### src/common/serial_port_pkg.sv
package serial_port_pkg;

  // ==========================================================
  // register map (byte addresses)
  localparam logic [4:0] ADDR_FRAME_MODE = 5'h00;
  localparam logic [4:0] ADDR_CONTROL = 5'h04;
  localparam logic [4:0] ADDR_RATE_DIV = 5'h08;
  localparam logic [4:0] ADDR_TX_HOLDING = 5'h0c;
  localparam logic [4:0] ADDR_RX_HOLDING = 5'h10;
  localparam logic [4:0] ADDR_FLAGS = 5'h14;
  localparam logic [4:0] ADDR_EXT_MODE = 5'h18;
  localparam logic [4:0] ADDR_PORT = 5'h1c;

  // ==========================================================
  // field positions
  localparam int FM_SYNC_MODE = 7;
  localparam int FM_CHAR7 = 6;
  localparam int FM_PARITY_EN = 5;
  localparam int FM_PARITY_ODD = 4;
  localparam int FM_TWO_STOP = 3;
  localparam int CT_TX_EMPTY_IRQ_ON = 7;
  localparam int CT_RX_IRQ_ON = 6;
  localparam int CT_TX_ON = 5;
  localparam int CT_RX_ON = 4;
  localparam int CT_TX_DONE_IRQ_ON = 2;
  localparam int CT_CLK_SRC_HI = 1;
  localparam int CT_CLK_SRC_LO = 0;
  localparam int FL_TX_EMPTY = 7;
  localparam int FL_RX_FULL = 6;
  localparam int FL_OVERRUN = 5;
  localparam int FL_FRAMING = 4;
  localparam int FL_PARITY = 3;
  localparam int FL_TX_DONE = 2;
  localparam int EM_HALF_SAMPLE = 3;
  localparam int PT_PORT_DIR = 1;
  localparam int PT_PORT_OUT = 0;

  // ==========================================================
  // reset values and sampling counts
  localparam logic [7:0] RST_FRAME_MODE = 8'h00;
  localparam logic [7:0] RST_CONTROL = 8'h00;
  localparam logic [7:0] RST_RATE_DIV = 8'h00;
  localparam logic [7:0] RST_EXT_MODE = 8'h00;
  localparam logic [1:0] RST_PORT = 2'h0;
  localparam logic [3:0] SUB_LAST_X16 = 4'hf;
  localparam logic [3:0] SUB_LAST_X8 = 4'h7;

  // ==========================================================
  // types
  typedef struct packed {
    logic sync_mode_select;
    logic char7;
    logic parity_en;
    logic parity_odd_select;
    logic two_stop;
  } frame_cfg_type;

  typedef enum logic [1:0] {
    TX_OFF = 2'b00,
    TX_PREAMBLE = 2'b01,
    TX_IDLE = 2'b10,
    TX_SEND = 2'b11
  } tx_state_type;

  typedef enum logic [1:0] {
    RX_IDLE = 2'b00,
    RX_START = 2'b01,
    RX_BITS = 2'b10
  } rx_state_type;

endpackage : serial_port_pkg

### src/design/async_serial_port_core.sv
// Behaviour
// - async, internal clock: clock pin left free
// - async internal, clk_src_lo: bit-rate clock out
// - async clk_src_hi: external clock, sixteen per bit
// - half_sample_select: external clock eight per bit
// - sync mode: pin output internal, input external
// - tx_on clear sets empty; rx_on keeps flags
// - empty low: load shift, set empty, start
// - stop time, word waiting: continue without gap
// - stop time, none waiting: done flag, mark
// - holding write clears tx_empty_flag while tx_on set
// - after tx_on, one idle frame first
// - detect start, synchronise, shift, then check
// - parity checked against odd or even select
// - first stop bit must be one
// - frame while full: overrun, data dropped
// - parity fault flagged, data still stored
// - framing fault flagged, data still stored
// - good frame stored, rx_full_flag set
// - errors keep full flag, block reception
// - holding read after overrun clears full
module async_serial_port_core #(
  parameter int DIV_W = 8
) (
  input wire logic CLOCK,
  input wire logic RST_B,
  input wire logic [4:0] ADDR,
  input wire logic [7:0] WR_DATA,
  input wire logic WR_STB,
  input wire logic RD_STB,
  output logic [7:0] RD_DATA,
  input wire logic RXD,
  output logic TXD,
  output logic TXD_OE,
  input wire logic SCK_IN,
  output logic SCK_OUT,
  output logic SCK_OE,
  output logic TX_EMPTY_IRQ,
  output logic TX_DONE_IRQ,
  output logic RX_FULL_IRQ,
  output logic RX_FAULT_IRQ
);

  initial begin
    if (DIV_W < 1 || DIV_W > 8) begin
      $error("DIV_W must lie in 1..8");
    end
  end

  // ==========================================================
  // helpers
  function automatic logic [3:0] data_bits(input serial_port_pkg::frame_cfg_type c);
    data_bits = c.char7 ? 4'h7 : 4'h8;
  endfunction : data_bits

  // index of the first stop bit counted from the start bit
  function automatic logic [3:0] stop_index(input serial_port_pkg::frame_cfg_type c);
    stop_index = 4'h1 + data_bits(c) + {3'h0, c.parity_en};
  endfunction : stop_index

  function automatic logic [3:0] frame_len(input serial_port_pkg::frame_cfg_type c);
    frame_len = stop_index(c) + 4'h1 + {3'h0, c.two_stop};
  endfunction : frame_len

  function automatic logic [11:0] build_frame(input serial_port_pkg::frame_cfg_type c, input logic [7:0] d);
    logic [7:0] m;
    logic p;
    m = c.char7 ? {1'b0, d[6:0]} : d;
    p = (^m) ^ c.parity_odd_select;
    build_frame = 12'hfff;
    build_frame[0] = 1'b0;
    for (int i = 0; i < 8; i++) begin
      if (i < int'(data_bits(c))) begin
        build_frame[1 + i] = m[i];
      end
    end
    if (c.parity_en) begin
      build_frame[1 + int'(data_bits(c))] = p;
    end
  endfunction : build_frame

  // ==========================================================
  // software registers
  logic [7:0] frame_mode_reg_ff;
  logic [7:0] control_reg_ff;
  logic [DIV_W-1:0] rate_div_ff;
  logic [7:0] ext_mode_reg_ff;
  logic [1:0] port_reg_ff;
  logic [7:0] tx_holding_reg_ff;
  logic [7:0] rx_holding_reg_ff;
  logic tx_empty_flag_ff;
  logic tx_done_flag_ff;
  logic rx_full_flag_ff;
  logic overrun_flag_ff;
  logic framing_fault_flag_ff;
  logic parity_fault_flag_ff;
  serial_port_pkg::frame_cfg_type cfg;
  logic tx_on;
  logic rx_on;
  logic wr_ctl;
  logic wr_tx;
  logic wr_flags;
  logic rd_rx;

  assign cfg = frame_mode_reg_ff[7:3];
  assign tx_on = control_reg_ff[serial_port_pkg::CT_TX_ON];
  assign rx_on = control_reg_ff[serial_port_pkg::CT_RX_ON];
  assign wr_ctl = WR_STB && (ADDR == serial_port_pkg::ADDR_CONTROL);
  assign wr_tx = WR_STB && (ADDR == serial_port_pkg::ADDR_TX_HOLDING);
  assign wr_flags = WR_STB && (ADDR == serial_port_pkg::ADDR_FLAGS);
  assign rd_rx = RD_STB && (ADDR == serial_port_pkg::ADDR_RX_HOLDING);

  // plain configuration writes
  always_ff @(posedge CLOCK or negedge RST_B) begin
    if (!RST_B) begin
      frame_mode_reg_ff <= serial_port_pkg::RST_FRAME_MODE;
      control_reg_ff <= serial_port_pkg::RST_CONTROL;
      rate_div_ff <= serial_port_pkg::RST_RATE_DIV[DIV_W-1:0];
      ext_mode_reg_ff <= serial_port_pkg::RST_EXT_MODE;
      port_reg_ff <= serial_port_pkg::RST_PORT;
    end else if (WR_STB) begin
      case (ADDR)
        serial_port_pkg::ADDR_FRAME_MODE: frame_mode_reg_ff <= {WR_DATA[7:3], 3'h0};
        serial_port_pkg::ADDR_CONTROL: control_reg_ff <= WR_DATA;
        serial_port_pkg::ADDR_RATE_DIV: rate_div_ff <= WR_DATA[DIV_W-1:0];
        serial_port_pkg::ADDR_EXT_MODE: ext_mode_reg_ff <= {4'h0, WR_DATA[3], 3'h0};
        serial_port_pkg::ADDR_PORT: port_reg_ff <= WR_DATA[1:0];
        default: ;
      endcase
    end
  end

  // transmit holding register
  always_ff @(posedge CLOCK or negedge RST_B) begin
    if (!RST_B) begin
      tx_holding_reg_ff <= 8'h00;
    end else if (wr_tx) begin
      tx_holding_reg_ff <= WR_DATA;
    end
  end

  // read data, valid the cycle after the strobe
  always_ff @(posedge CLOCK or negedge RST_B) begin
    if (!RST_B) begin
      RD_DATA <= 8'h00;
    end else if (RD_STB) begin
      case (ADDR)
        serial_port_pkg::ADDR_FRAME_MODE: RD_DATA <= frame_mode_reg_ff;
        serial_port_pkg::ADDR_CONTROL: RD_DATA <= control_reg_ff;
        serial_port_pkg::ADDR_RATE_DIV: RD_DATA <= 8'(rate_div_ff);
        serial_port_pkg::ADDR_TX_HOLDING: RD_DATA <= tx_holding_reg_ff;
        serial_port_pkg::ADDR_RX_HOLDING: RD_DATA <= rx_holding_reg_ff;
        serial_port_pkg::ADDR_FLAGS: RD_DATA <= {tx_empty_flag_ff, rx_full_flag_ff, overrun_flag_ff,
                                                  framing_fault_flag_ff, parity_fault_flag_ff,
                                                  tx_done_flag_ff, 2'h0};
        serial_port_pkg::ADDR_EXT_MODE: RD_DATA <= ext_mode_reg_ff;
        serial_port_pkg::ADDR_PORT: RD_DATA <= {6'h00, port_reg_ff};
        default: RD_DATA <= 8'h00;
      endcase
    end else begin
      RD_DATA <= 8'h00;
    end
  end

  // ==========================================================
  // sampling clock: internal divider or external pin
  logic ext_clk;
  logic half_sample;
  logic [3:0] sub_last;
  logic [DIV_W-1:0] div_cnt_ff;
  logic sck_s1_ff;
  logic sck_s2_ff;
  logic sck_s3_ff;
  logic tick;
  logic [3:0] phase_ff;

  assign ext_clk = control_reg_ff[serial_port_pkg::CT_CLK_SRC_HI];
  assign half_sample = ext_clk && ext_mode_reg_ff[serial_port_pkg::EM_HALF_SAMPLE];
  assign sub_last = half_sample ? serial_port_pkg::SUB_LAST_X8 : serial_port_pkg::SUB_LAST_X16;
  assign tick = ext_clk ? (sck_s2_ff && !sck_s3_ff) : (div_cnt_ff == rate_div_ff);

  // two-stage synchroniser plus edge stage for the clock pin
  always_ff @(posedge CLOCK or negedge RST_B) begin
    if (!RST_B) begin
      sck_s1_ff <= 1'b0;
      sck_s2_ff <= 1'b0;
      sck_s3_ff <= 1'b0;
    end else begin
      sck_s1_ff <= SCK_IN;
      sck_s2_ff <= sck_s1_ff;
      sck_s3_ff <= sck_s2_ff;
    end
  end

  // internal divider, one tick per sixteenth of a bit
  always_ff @(posedge CLOCK or negedge RST_B) begin
    if (!RST_B) begin
      div_cnt_ff <= '0;
    end else if (div_cnt_ff == rate_div_ff) begin
      div_cnt_ff <= '0;
    end else begin
      div_cnt_ff <= div_cnt_ff + 1'b1;
    end
  end

  // phase within a bit, drives the bit-rate clock output
  always_ff @(posedge CLOCK or negedge RST_B) begin
    if (!RST_B) begin
      phase_ff <= 4'h0;
    end else if (tick) begin
      phase_ff <= phase_ff + 4'h1;
    end
  end

  // clock pin direction by mode
  always_comb begin
    SCK_OE = 1'b0;
    if (cfg.sync_mode_select) begin
      SCK_OE = !ext_clk;
    end else if (!ext_clk && control_reg_ff[serial_port_pkg::CT_CLK_SRC_LO]) begin
      SCK_OE = 1'b1;
    end
  end
  assign SCK_OUT = cfg.sync_mode_select ? 1'b1 : !phase_ff[3];

  // ==========================================================
  // transmitter
  serial_port_pkg::tx_state_type tx_state_ff;
  logic [3:0] tx_sub_ff;
  logic [3:0] tx_pos_ff;
  logic [11:0] tx_frame_ff;
  logic [11:0] tx_next_ff;
  logic tx_pend_ff;
  logic tx_bit_end;
  logic tx_load;
  logic tx_fetch;
  logic tx_finish;

  assign tx_bit_end = tick && (tx_sub_ff == sub_last);
  assign tx_load = (tx_state_ff == serial_port_pkg::TX_IDLE) && !tx_empty_flag_ff;
  // decision taken as the first stop bit begins
  assign tx_fetch = (tx_state_ff == serial_port_pkg::TX_SEND) && tx_bit_end &&
                    (tx_pos_ff + 4'h1 == stop_index(cfg)) && !tx_empty_flag_ff;
  assign tx_finish = (tx_state_ff == serial_port_pkg::TX_SEND) && tx_bit_end &&
                     (tx_pos_ff + 4'h1 == stop_index(cfg)) && tx_empty_flag_ff;

  // frame sequencing
  always_ff @(posedge CLOCK or negedge RST_B) begin
    if (!RST_B) begin
      tx_state_ff <= serial_port_pkg::TX_OFF;
      tx_sub_ff <= 4'h0;
      tx_pos_ff <= 4'h0;
      tx_frame_ff <= 12'hfff;
      tx_next_ff <= 12'hfff;
      tx_pend_ff <= 1'b0;
    end else if (!tx_on) begin
      tx_state_ff <= serial_port_pkg::TX_OFF;
      tx_pend_ff <= 1'b0;
      tx_frame_ff <= 12'hfff;
    end else begin
      if (tick) begin
        tx_sub_ff <= (tx_sub_ff == sub_last) ? 4'h0 : tx_sub_ff + 4'h1;
      end
      if (tx_fetch) begin
        tx_next_ff <= build_frame(cfg, tx_holding_reg_ff);
        tx_pend_ff <= 1'b1;
      end
      case (tx_state_ff)
        serial_port_pkg::TX_OFF: begin
          tx_state_ff <= serial_port_pkg::TX_PREAMBLE;
          tx_pos_ff <= 4'h0;
          tx_sub_ff <= 4'h0;
        end
        serial_port_pkg::TX_PREAMBLE: begin
          if (tx_bit_end) begin
            tx_pos_ff <= tx_pos_ff + 4'h1;
            if (tx_pos_ff + 4'h1 == frame_len(cfg)) begin
              tx_state_ff <= serial_port_pkg::TX_IDLE;
            end
          end
        end
        serial_port_pkg::TX_IDLE: begin
          if (tx_load) begin
            tx_frame_ff <= build_frame(cfg, tx_holding_reg_ff);
            tx_state_ff <= serial_port_pkg::TX_SEND;
            tx_pos_ff <= 4'h0;
            tx_sub_ff <= 4'h0;
          end
        end
        serial_port_pkg::TX_SEND: begin
          if (tx_bit_end) begin
            tx_frame_ff <= {1'b1, tx_frame_ff[11:1]};
            tx_pos_ff <= tx_pos_ff + 4'h1;
            if (tx_pos_ff + 4'h1 == frame_len(cfg)) begin
              tx_pos_ff <= 4'h0;
              if (tx_pend_ff) begin
                tx_frame_ff <= tx_next_ff;
                tx_pend_ff <= 1'b0;
              end else begin
                tx_state_ff <= serial_port_pkg::TX_IDLE;
              end
            end
          end
        end
        default: tx_state_ff <= serial_port_pkg::TX_OFF;
      endcase
    end
  end

  // line output; with tx_on clear the pin follows the port bits
  assign TXD = tx_on ? tx_frame_ff[0] : port_reg_ff[serial_port_pkg::PT_PORT_OUT];
  assign TXD_OE = tx_on || port_reg_ff[serial_port_pkg::PT_PORT_DIR];

  // transmit flags, hardware set wins over clear
  always_ff @(posedge CLOCK or negedge RST_B) begin
    if (!RST_B) begin
      tx_empty_flag_ff <= 1'b1;
      tx_done_flag_ff <= 1'b1;
    end else begin
      if (!tx_on || tx_load || tx_fetch) begin
        tx_empty_flag_ff <= 1'b1;
      end else if (wr_tx) begin
        tx_empty_flag_ff <= 1'b0;
      end
      if (tx_finish) begin
        tx_done_flag_ff <= 1'b1;
      end else if (wr_tx || (wr_flags && !WR_DATA[serial_port_pkg::FL_TX_DONE])) begin
        tx_done_flag_ff <= 1'b0;
      end
    end
  end

  // ==========================================================
  // receiver
  serial_port_pkg::rx_state_type rx_state_ff;
  logic rxd_s1_ff;
  logic rxd_s2_ff;
  logic [3:0] rx_sub_ff;
  logic [3:0] rx_pos_ff;
  logic [9:0] rx_shift_reg_ff;
  logic rx_blocked;
  logic rx_done;
  logic [9:0] rx_bits;
  logic [7:0] rx_data;
  logic rx_par_bad;
  logic rx_stop_bad;

  // errors hold reception off until software clears them
  assign rx_blocked = !rx_on || overrun_flag_ff || framing_fault_flag_ff || parity_fault_flag_ff;

  // input synchroniser
  always_ff @(posedge CLOCK or negedge RST_B) begin
    if (!RST_B) begin
      rxd_s1_ff <= 1'b1;
      rxd_s2_ff <= 1'b1;
    end else begin
      rxd_s1_ff <= RXD;
      rxd_s2_ff <= rxd_s1_ff;
    end
  end

  assign rx_done = (rx_state_ff == serial_port_pkg::RX_BITS) && tick && (rx_sub_ff == sub_last) &&
                   (rx_pos_ff == stop_index(cfg) - 4'h1);

  // frame checks on the completed shift contents plus the stop sample
  always_comb begin
    rx_bits = rx_shift_reg_ff;
    rx_bits[rx_pos_ff] = rxd_s2_ff;
    rx_data = cfg.char7 ? {1'b0, rx_bits[6:0]} : rx_bits[7:0];
    rx_par_bad = cfg.parity_en &&
                 ((^rx_data) ^ rx_bits[data_bits(cfg)] ^ cfg.parity_odd_select);
    rx_stop_bad = !rx_bits[stop_index(cfg) - 4'h1];
  end

  // start detection, mid-bit sampling
  always_ff @(posedge CLOCK or negedge RST_B) begin
    if (!RST_B) begin
      rx_state_ff <= serial_port_pkg::RX_IDLE;
      rx_sub_ff <= 4'h0;
      rx_pos_ff <= 4'h0;
      rx_shift_reg_ff <= 10'h000;
    end else if (rx_blocked) begin
      rx_state_ff <= serial_port_pkg::RX_IDLE;
    end else if (tick) begin
      case (rx_state_ff)
        serial_port_pkg::RX_IDLE: begin
          if (!rxd_s2_ff) begin
            rx_state_ff <= serial_port_pkg::RX_START;
            rx_sub_ff <= 4'h0;
          end
        end
        serial_port_pkg::RX_START: begin
          rx_sub_ff <= rx_sub_ff + 4'h1;
          if (rx_sub_ff == {1'b0, sub_last[3:1]}) begin
            rx_sub_ff <= 4'h0;
            rx_pos_ff <= 4'h0;
            rx_state_ff <= rxd_s2_ff ? serial_port_pkg::RX_IDLE : serial_port_pkg::RX_BITS;
          end
        end
        serial_port_pkg::RX_BITS: begin
          rx_sub_ff <= rx_sub_ff + 4'h1;
          if (rx_sub_ff == sub_last) begin
            rx_sub_ff <= 4'h0;
            rx_shift_reg_ff <= rx_bits;
            rx_pos_ff <= rx_pos_ff + 4'h1;
            if (rx_done) begin
              rx_state_ff <= serial_port_pkg::RX_IDLE;
            end
          end
        end
        default: rx_state_ff <= serial_port_pkg::RX_IDLE;
      endcase
    end
  end

  // holding register update
  always_ff @(posedge CLOCK or negedge RST_B) begin
    if (!RST_B) begin
      rx_holding_reg_ff <= 8'h00;
    end else if (rx_done && !rx_full_flag_ff) begin
      rx_holding_reg_ff <= rx_data;
    end
  end

  // receive flags; rx_on has no effect on them, set wins over clear
  always_ff @(posedge CLOCK or negedge RST_B) begin
    if (!RST_B) begin
      rx_full_flag_ff <= 1'b0;
      overrun_flag_ff <= 1'b0;
      framing_fault_flag_ff <= 1'b0;
      parity_fault_flag_ff <= 1'b0;
    end else begin
      if (rx_done && !rx_full_flag_ff && !rx_par_bad && !rx_stop_bad) begin
        rx_full_flag_ff <= 1'b1;
      end else if ((rd_rx && overrun_flag_ff) ||
                   (wr_flags && !WR_DATA[serial_port_pkg::FL_RX_FULL])) begin
        rx_full_flag_ff <= 1'b0;
      end
      if (rx_done && rx_full_flag_ff) begin
        overrun_flag_ff <= 1'b1;
      end else if (wr_flags && !WR_DATA[serial_port_pkg::FL_OVERRUN]) begin
        overrun_flag_ff <= 1'b0;
      end
      if (rx_done && rx_stop_bad) begin
        framing_fault_flag_ff <= 1'b1;
      end else if (wr_flags && !WR_DATA[serial_port_pkg::FL_FRAMING]) begin
        framing_fault_flag_ff <= 1'b0;
      end
      if (rx_done && rx_par_bad) begin
        parity_fault_flag_ff <= 1'b1;
      end else if (wr_flags && !WR_DATA[serial_port_pkg::FL_PARITY]) begin
        parity_fault_flag_ff <= 1'b0;
      end
    end
  end

  // ==========================================================
  // request lines, level while flag and enable are both set; the tx empty line also needs tx_on
  assign TX_EMPTY_IRQ = tx_on && tx_empty_flag_ff && control_reg_ff[serial_port_pkg::CT_TX_EMPTY_IRQ_ON];
  assign TX_DONE_IRQ = tx_done_flag_ff && control_reg_ff[serial_port_pkg::CT_TX_DONE_IRQ_ON];
  assign RX_FULL_IRQ = rx_full_flag_ff && control_reg_ff[serial_port_pkg::CT_RX_IRQ_ON];
  assign RX_FAULT_IRQ = (overrun_flag_ff || framing_fault_flag_ff || parity_fault_flag_ff) &&
                        control_reg_ff[serial_port_pkg::CT_RX_IRQ_ON];

endmodule : async_serial_port_core

### config.mk
export PLATFORM = sky130hd
export DESIGN_NAME = async_serial_port_core
export DESIGN_NICKNAME = d
export VERILOG_FILES = /design/src/common/serial_port_pkg.sv /design/src/design/async_serial_port_core.sv
export SDC_FILE = /design/constraint.sdc
export NUM_CORES = 1
export LEC_CHECK = 0
export ABC_AREA = 1
export BUFFER_PORTS_ARGS = -buffer_cell sky130_fd_sc_hd__buf_2
export CAP_MARGIN = 20
export CORE_ASPECT_RATIO = 1.4
export CORE_UTILIZATION = 62
export CTS_CLUSTER_DIAMETER = 30
export DETAILED_ROUTE_END_ITERATION = 12
export GPL_TIMING_DRIVEN = 0
export PLACE_DENSITY = 0.8
export SETUP_SLACK_MARGIN = 0.1
export SLEW_MARGIN = 10
export SYNTH_ARGS = -nofsm -noshare
export SYNTH_HDL_FRONTEND = slang
export SYNTH_SLANG_ARGS = --single-unit
### constraint.sdc
create_clock -name CLOCK -period 2.76 [get_ports CLOCK]
set_input_delay 0.276 -clock CLOCK [delete_from_list [all_inputs] [get_ports CLOCK]]
set_output_delay 0.276 -clock CLOCK [all_outputs]
set_load 0.02 [all_outputs]
==> key figures <==
Timing
  • Final setup TNS: 0 ns
  • Setup-failing EPs final: 0
  • Fraction of the cycle the final worst path needs: 0.8958
  • Peak Freq: 0.4045 GHz
  • Clock skew: 0.01319 ns
  • Worst-margin pin slew: 0.5585 ns
  • Slew margin rel.: 0.6277
  • Fin worst setup slack: 0.2877 ns
  • RSZ-0062 raised after global routing: yes
  • Final hold violation count: 0
  • Final Critical Period: 2.472 ns
  • Slew Viols, Final: 0

Synthesis
  • Post-synth EDFFs: 0
  • Top cells by count, synth: nand2_1, inv_1, dfrtp_1
  • Syn Nets: 992
  • Synth async-reset ratio: 1.000
  • Mapped cell area: 7063 sq um
  • Yosys warns: 0
  • Post-synthesis sequential area ratio: 0.4365
  • Syn Inst Count: 953
  • Synth top area share: 0.3472
  • Synthesis-stage register bit count: 122
  • Synth top area cells: dfrtp_1, nand2_1, dfstp_2
  • Top FF cell, synth: dfrtp_1
  • Count leader, synth: nand2_1
  • Most area-hungry cell type in the Yosys netlist: dfrtp_1
  • Syn Area/Cell: 7.411 sq um
  • Post-synthesis cell type count: 46

Clock tree
  • Insertion delay of the later-clocked pin in the worst-skew pair: 0.42 ns
  • H-tree depth: 4
  • Clk buf depth: 2
  • CTS tree: done
  • Worst-path clk slew: 0.06 ns
  • Root buf cell: clkbuf_16
  • TritonCTS buffer count: 17
  • Num Clock Sinks: 122

Finish
  • Fraction of layout cells with a size suffix above 1: 0.1505
  • Number of diodes: 0
  • Area delta synth->final: 15.64%
  • Nets: 1056

Setup path
  • Worst r2r dst: tx_frame_ff[2]$_DFFE_PN1P_
  • Reg2reg setup slack: 0.29 ns
  • Reg2Reg Launch Point: frame_mode_reg_ff[5]$_DFFE_PN0P_
  • CP startpoint kind: flop
  • Worst Path Arrival: 2.83 ns
  • Critical path class: reg -> reg
  • CP endpoint kind: flop
  • Worst-path maximum fanout: 6
  • Critical Path RT: 3.11 ns
  • FF-to-FF path depth: 17

Route
  • Initial drt markers: 478
  • Routed via count: 6493
  • WL final: 17450 um
  • First drt pass iteration count: 6
  • Vias/cell: 5.545
  • ANT nets after route: 0
  • Average wire per cell in the routed design: 14.90 um
  • DR DRC count: 0

Die
  • Rows: 45
  • Die Height: 128.3 um
  • Die ar.: 11830 sq um
  • Core area: 10980 sq um
  • I/O pin cnt: 35
  • Die W: 92.21 um
  • Initial Utilization: 0.6433

Min path
  • Hold depth: 3
  • WHS Endpoint: tx_holding_reg_ff[1]$_DFFE_PN0P_
  • Hold_sp: WR_DATA[1]
  • Hold crit path type: in -> reg

Place
  • Gpl congestion: 0.9185
  • Place WS: -0.3002 ns
  • HPWL after DPL: 12480 um
  • IO Port Bufs: 33

GRT
  • Antenna violations before repair: 0
  • Overflow after GRT: 0
  • Total track usage: 0.3091
  • Number of global-route vias before repair: 6021
  • First-pass GRT wire length: 28260 um
  • Largest net degree at the start of global routing: 64

Power
  • Leak: 4.102 nW
  • Power Density: 741.1 nW/um^2
  • Maximum VDD drop: 0.5228 mV

Flow run
  • # Max-Cap Violations: 0

Run status
  • Status: finished, final reports clean
==> cells in the final DEF (no fill, tap or decap), drive strengths merged, types with 9 or more instances in the layout <==
cell type	count
buf	54
nand3	77
o21ai	82
nand4	15
o22ai	16
dfstp	24
clkbuf	28
nor3	16
ha	20
a21oi	20
nand2	334
xnor2	9
nor2	51
dfrtp	98
inv	139
==> worst max-delay path by stage <==
stage	start	endpoint	slack [ns]	cells after the start
after floorplan	frame_mode_reg_ff[6]$_DFFE_PN0P_	tx_frame_ff[0]$_DFFE_PN1P_	0.31	15
after global placement	frame_mode_reg_ff[6]$_DFFE_PN0P_	tx_frame_ff[0]$_DFFE_PN1P_	-0.27	15
after detailed placement	frame_mode_reg_ff[6]$_DFFE_PN0P_	tx_frame_ff[0]$_DFFE_PN1P_	-0.30	15
after CTS	frame_mode_reg_ff[6]$_DFFE_PN0P_	tx_frame_ff[4]$_DFFE_PN1P_	0.13	17
after global routing	frame_mode_reg_ff[5]$_DFFE_PN0P_	tx_frame_ff[2]$_DFFE_PN1P_	0.1	17
final	frame_mode_reg_ff[5]$_DFFE_PN0P_	tx_frame_ff[2]$_DFFE_PN1P_	0.29	17
==> state kept, by name, indices dropped and copies added, names as in the netlist, 5 cells and up <==
register,flops
tx_holding_reg_ff,8
tx_next_ff,10
frame_mode_reg_ff,5
tx_frame_ff,10
div_cnt_ff,8
rate_div_ff,8
rx_holding_reg_ff,8
RD_DATA,8
control_reg_ff,8
rx_shift_reg_ff,10
==> where the power goes <==
part | switching [mW] | total [mW] | internal (mW)
combinational | 0.943 | 1.50 | 0.555
sequential | 0.268 | 2.37 | 2.10
clock | 0.887 | 2.19 | 1.30
==> per-layer routing <==
layer / routed length, um / share of wire / vias up / track usage
met4: 668 / 0.038 / 0 / 0.1654
met2: 8781 / 0.50 / 210 / 0.5250
met3: 844 / 0.048 / 54 / 0.05635
met1: 7150 / 0.41 / 3024 / 0.3718
li1: - / - / 3205 / -
met5: 0 / 0 / - / 0
==> per-stage QoR <==
stage | total power, mW | cells | hold slack (ns) | instance area (sq um) | util
4_1_cts | 5.945 | 1163 | 0.09644 | 8065 | 0.7346
2_1_floorplan | 3.361 | 953 | -0.01959 | 7063 | -
6_report | 6.053 | 1171 | 0.09874 | 8168 | 0.7439
3_5_place_dp | 3.750 | 1128 | 0.2915 | 7438 | 0.6775
5_1_grt | 6.383 | 1171 | 0.1109 | 8168 | 0.7439
3_3_place_gp | 3.706 | 1127 | 0.3369 | 7405 | 0.6744
==> layout make-up <==
type	count	area, sq um
clock buffers	20	489.2
repair buffers	44	281.5
plain buffers	21	133.9
flip-flops and latches	122	3085
inverters	136	518.0
multi-input cells	675	3386
clock inverters	12	97.59
fillers	869	2811
well taps	141	176.4
==> critical path, stage by stage (launching register included) <==
cell,delay (ns)
dfrtp_2,0.45
inv_4,0.07
ha_1,0.31
ha_1,0.18
inv_1,0.08
ha_1,0.24
nand2_1,0.07
nand2_1,0.08
nor2_4,0.14
inv_2,0.06
nor2_4,0.11
nand2_4,0.10
nor2_4,0.18
nand2_1,0.07
nand3_1,0.07
nand3_1,0.08
nand2_1,0.09
nand2_1,0.05
==> what timing repair did <==
item | CTS | global route
resized for setup | 5 | 13
pin swaps | 0 | 3
endpoints found under the hold margin | 49 | 0
hold buffers | 3 | 0
buffers inserted | 0 | 7
gates cloned | 0 | 1
endpoints found under the setup margin | 36 | 17
==> cells by family after synthesis <==
group / Yosys count / share of synthesized area
AND/OR/NAND/NOR: 499 / 0.3027
XOR/XNOR: 17 / 0.02108
buffers and inverters: 157 / 0.09123
adder cells (fa/ha/maj): 20 / 0.03543
flip-flops: 122 / 0.4365
AO/OA/AOI/OAI: 138 / 0.1130
Note: power is estimated with default switching activity, not from simulation.
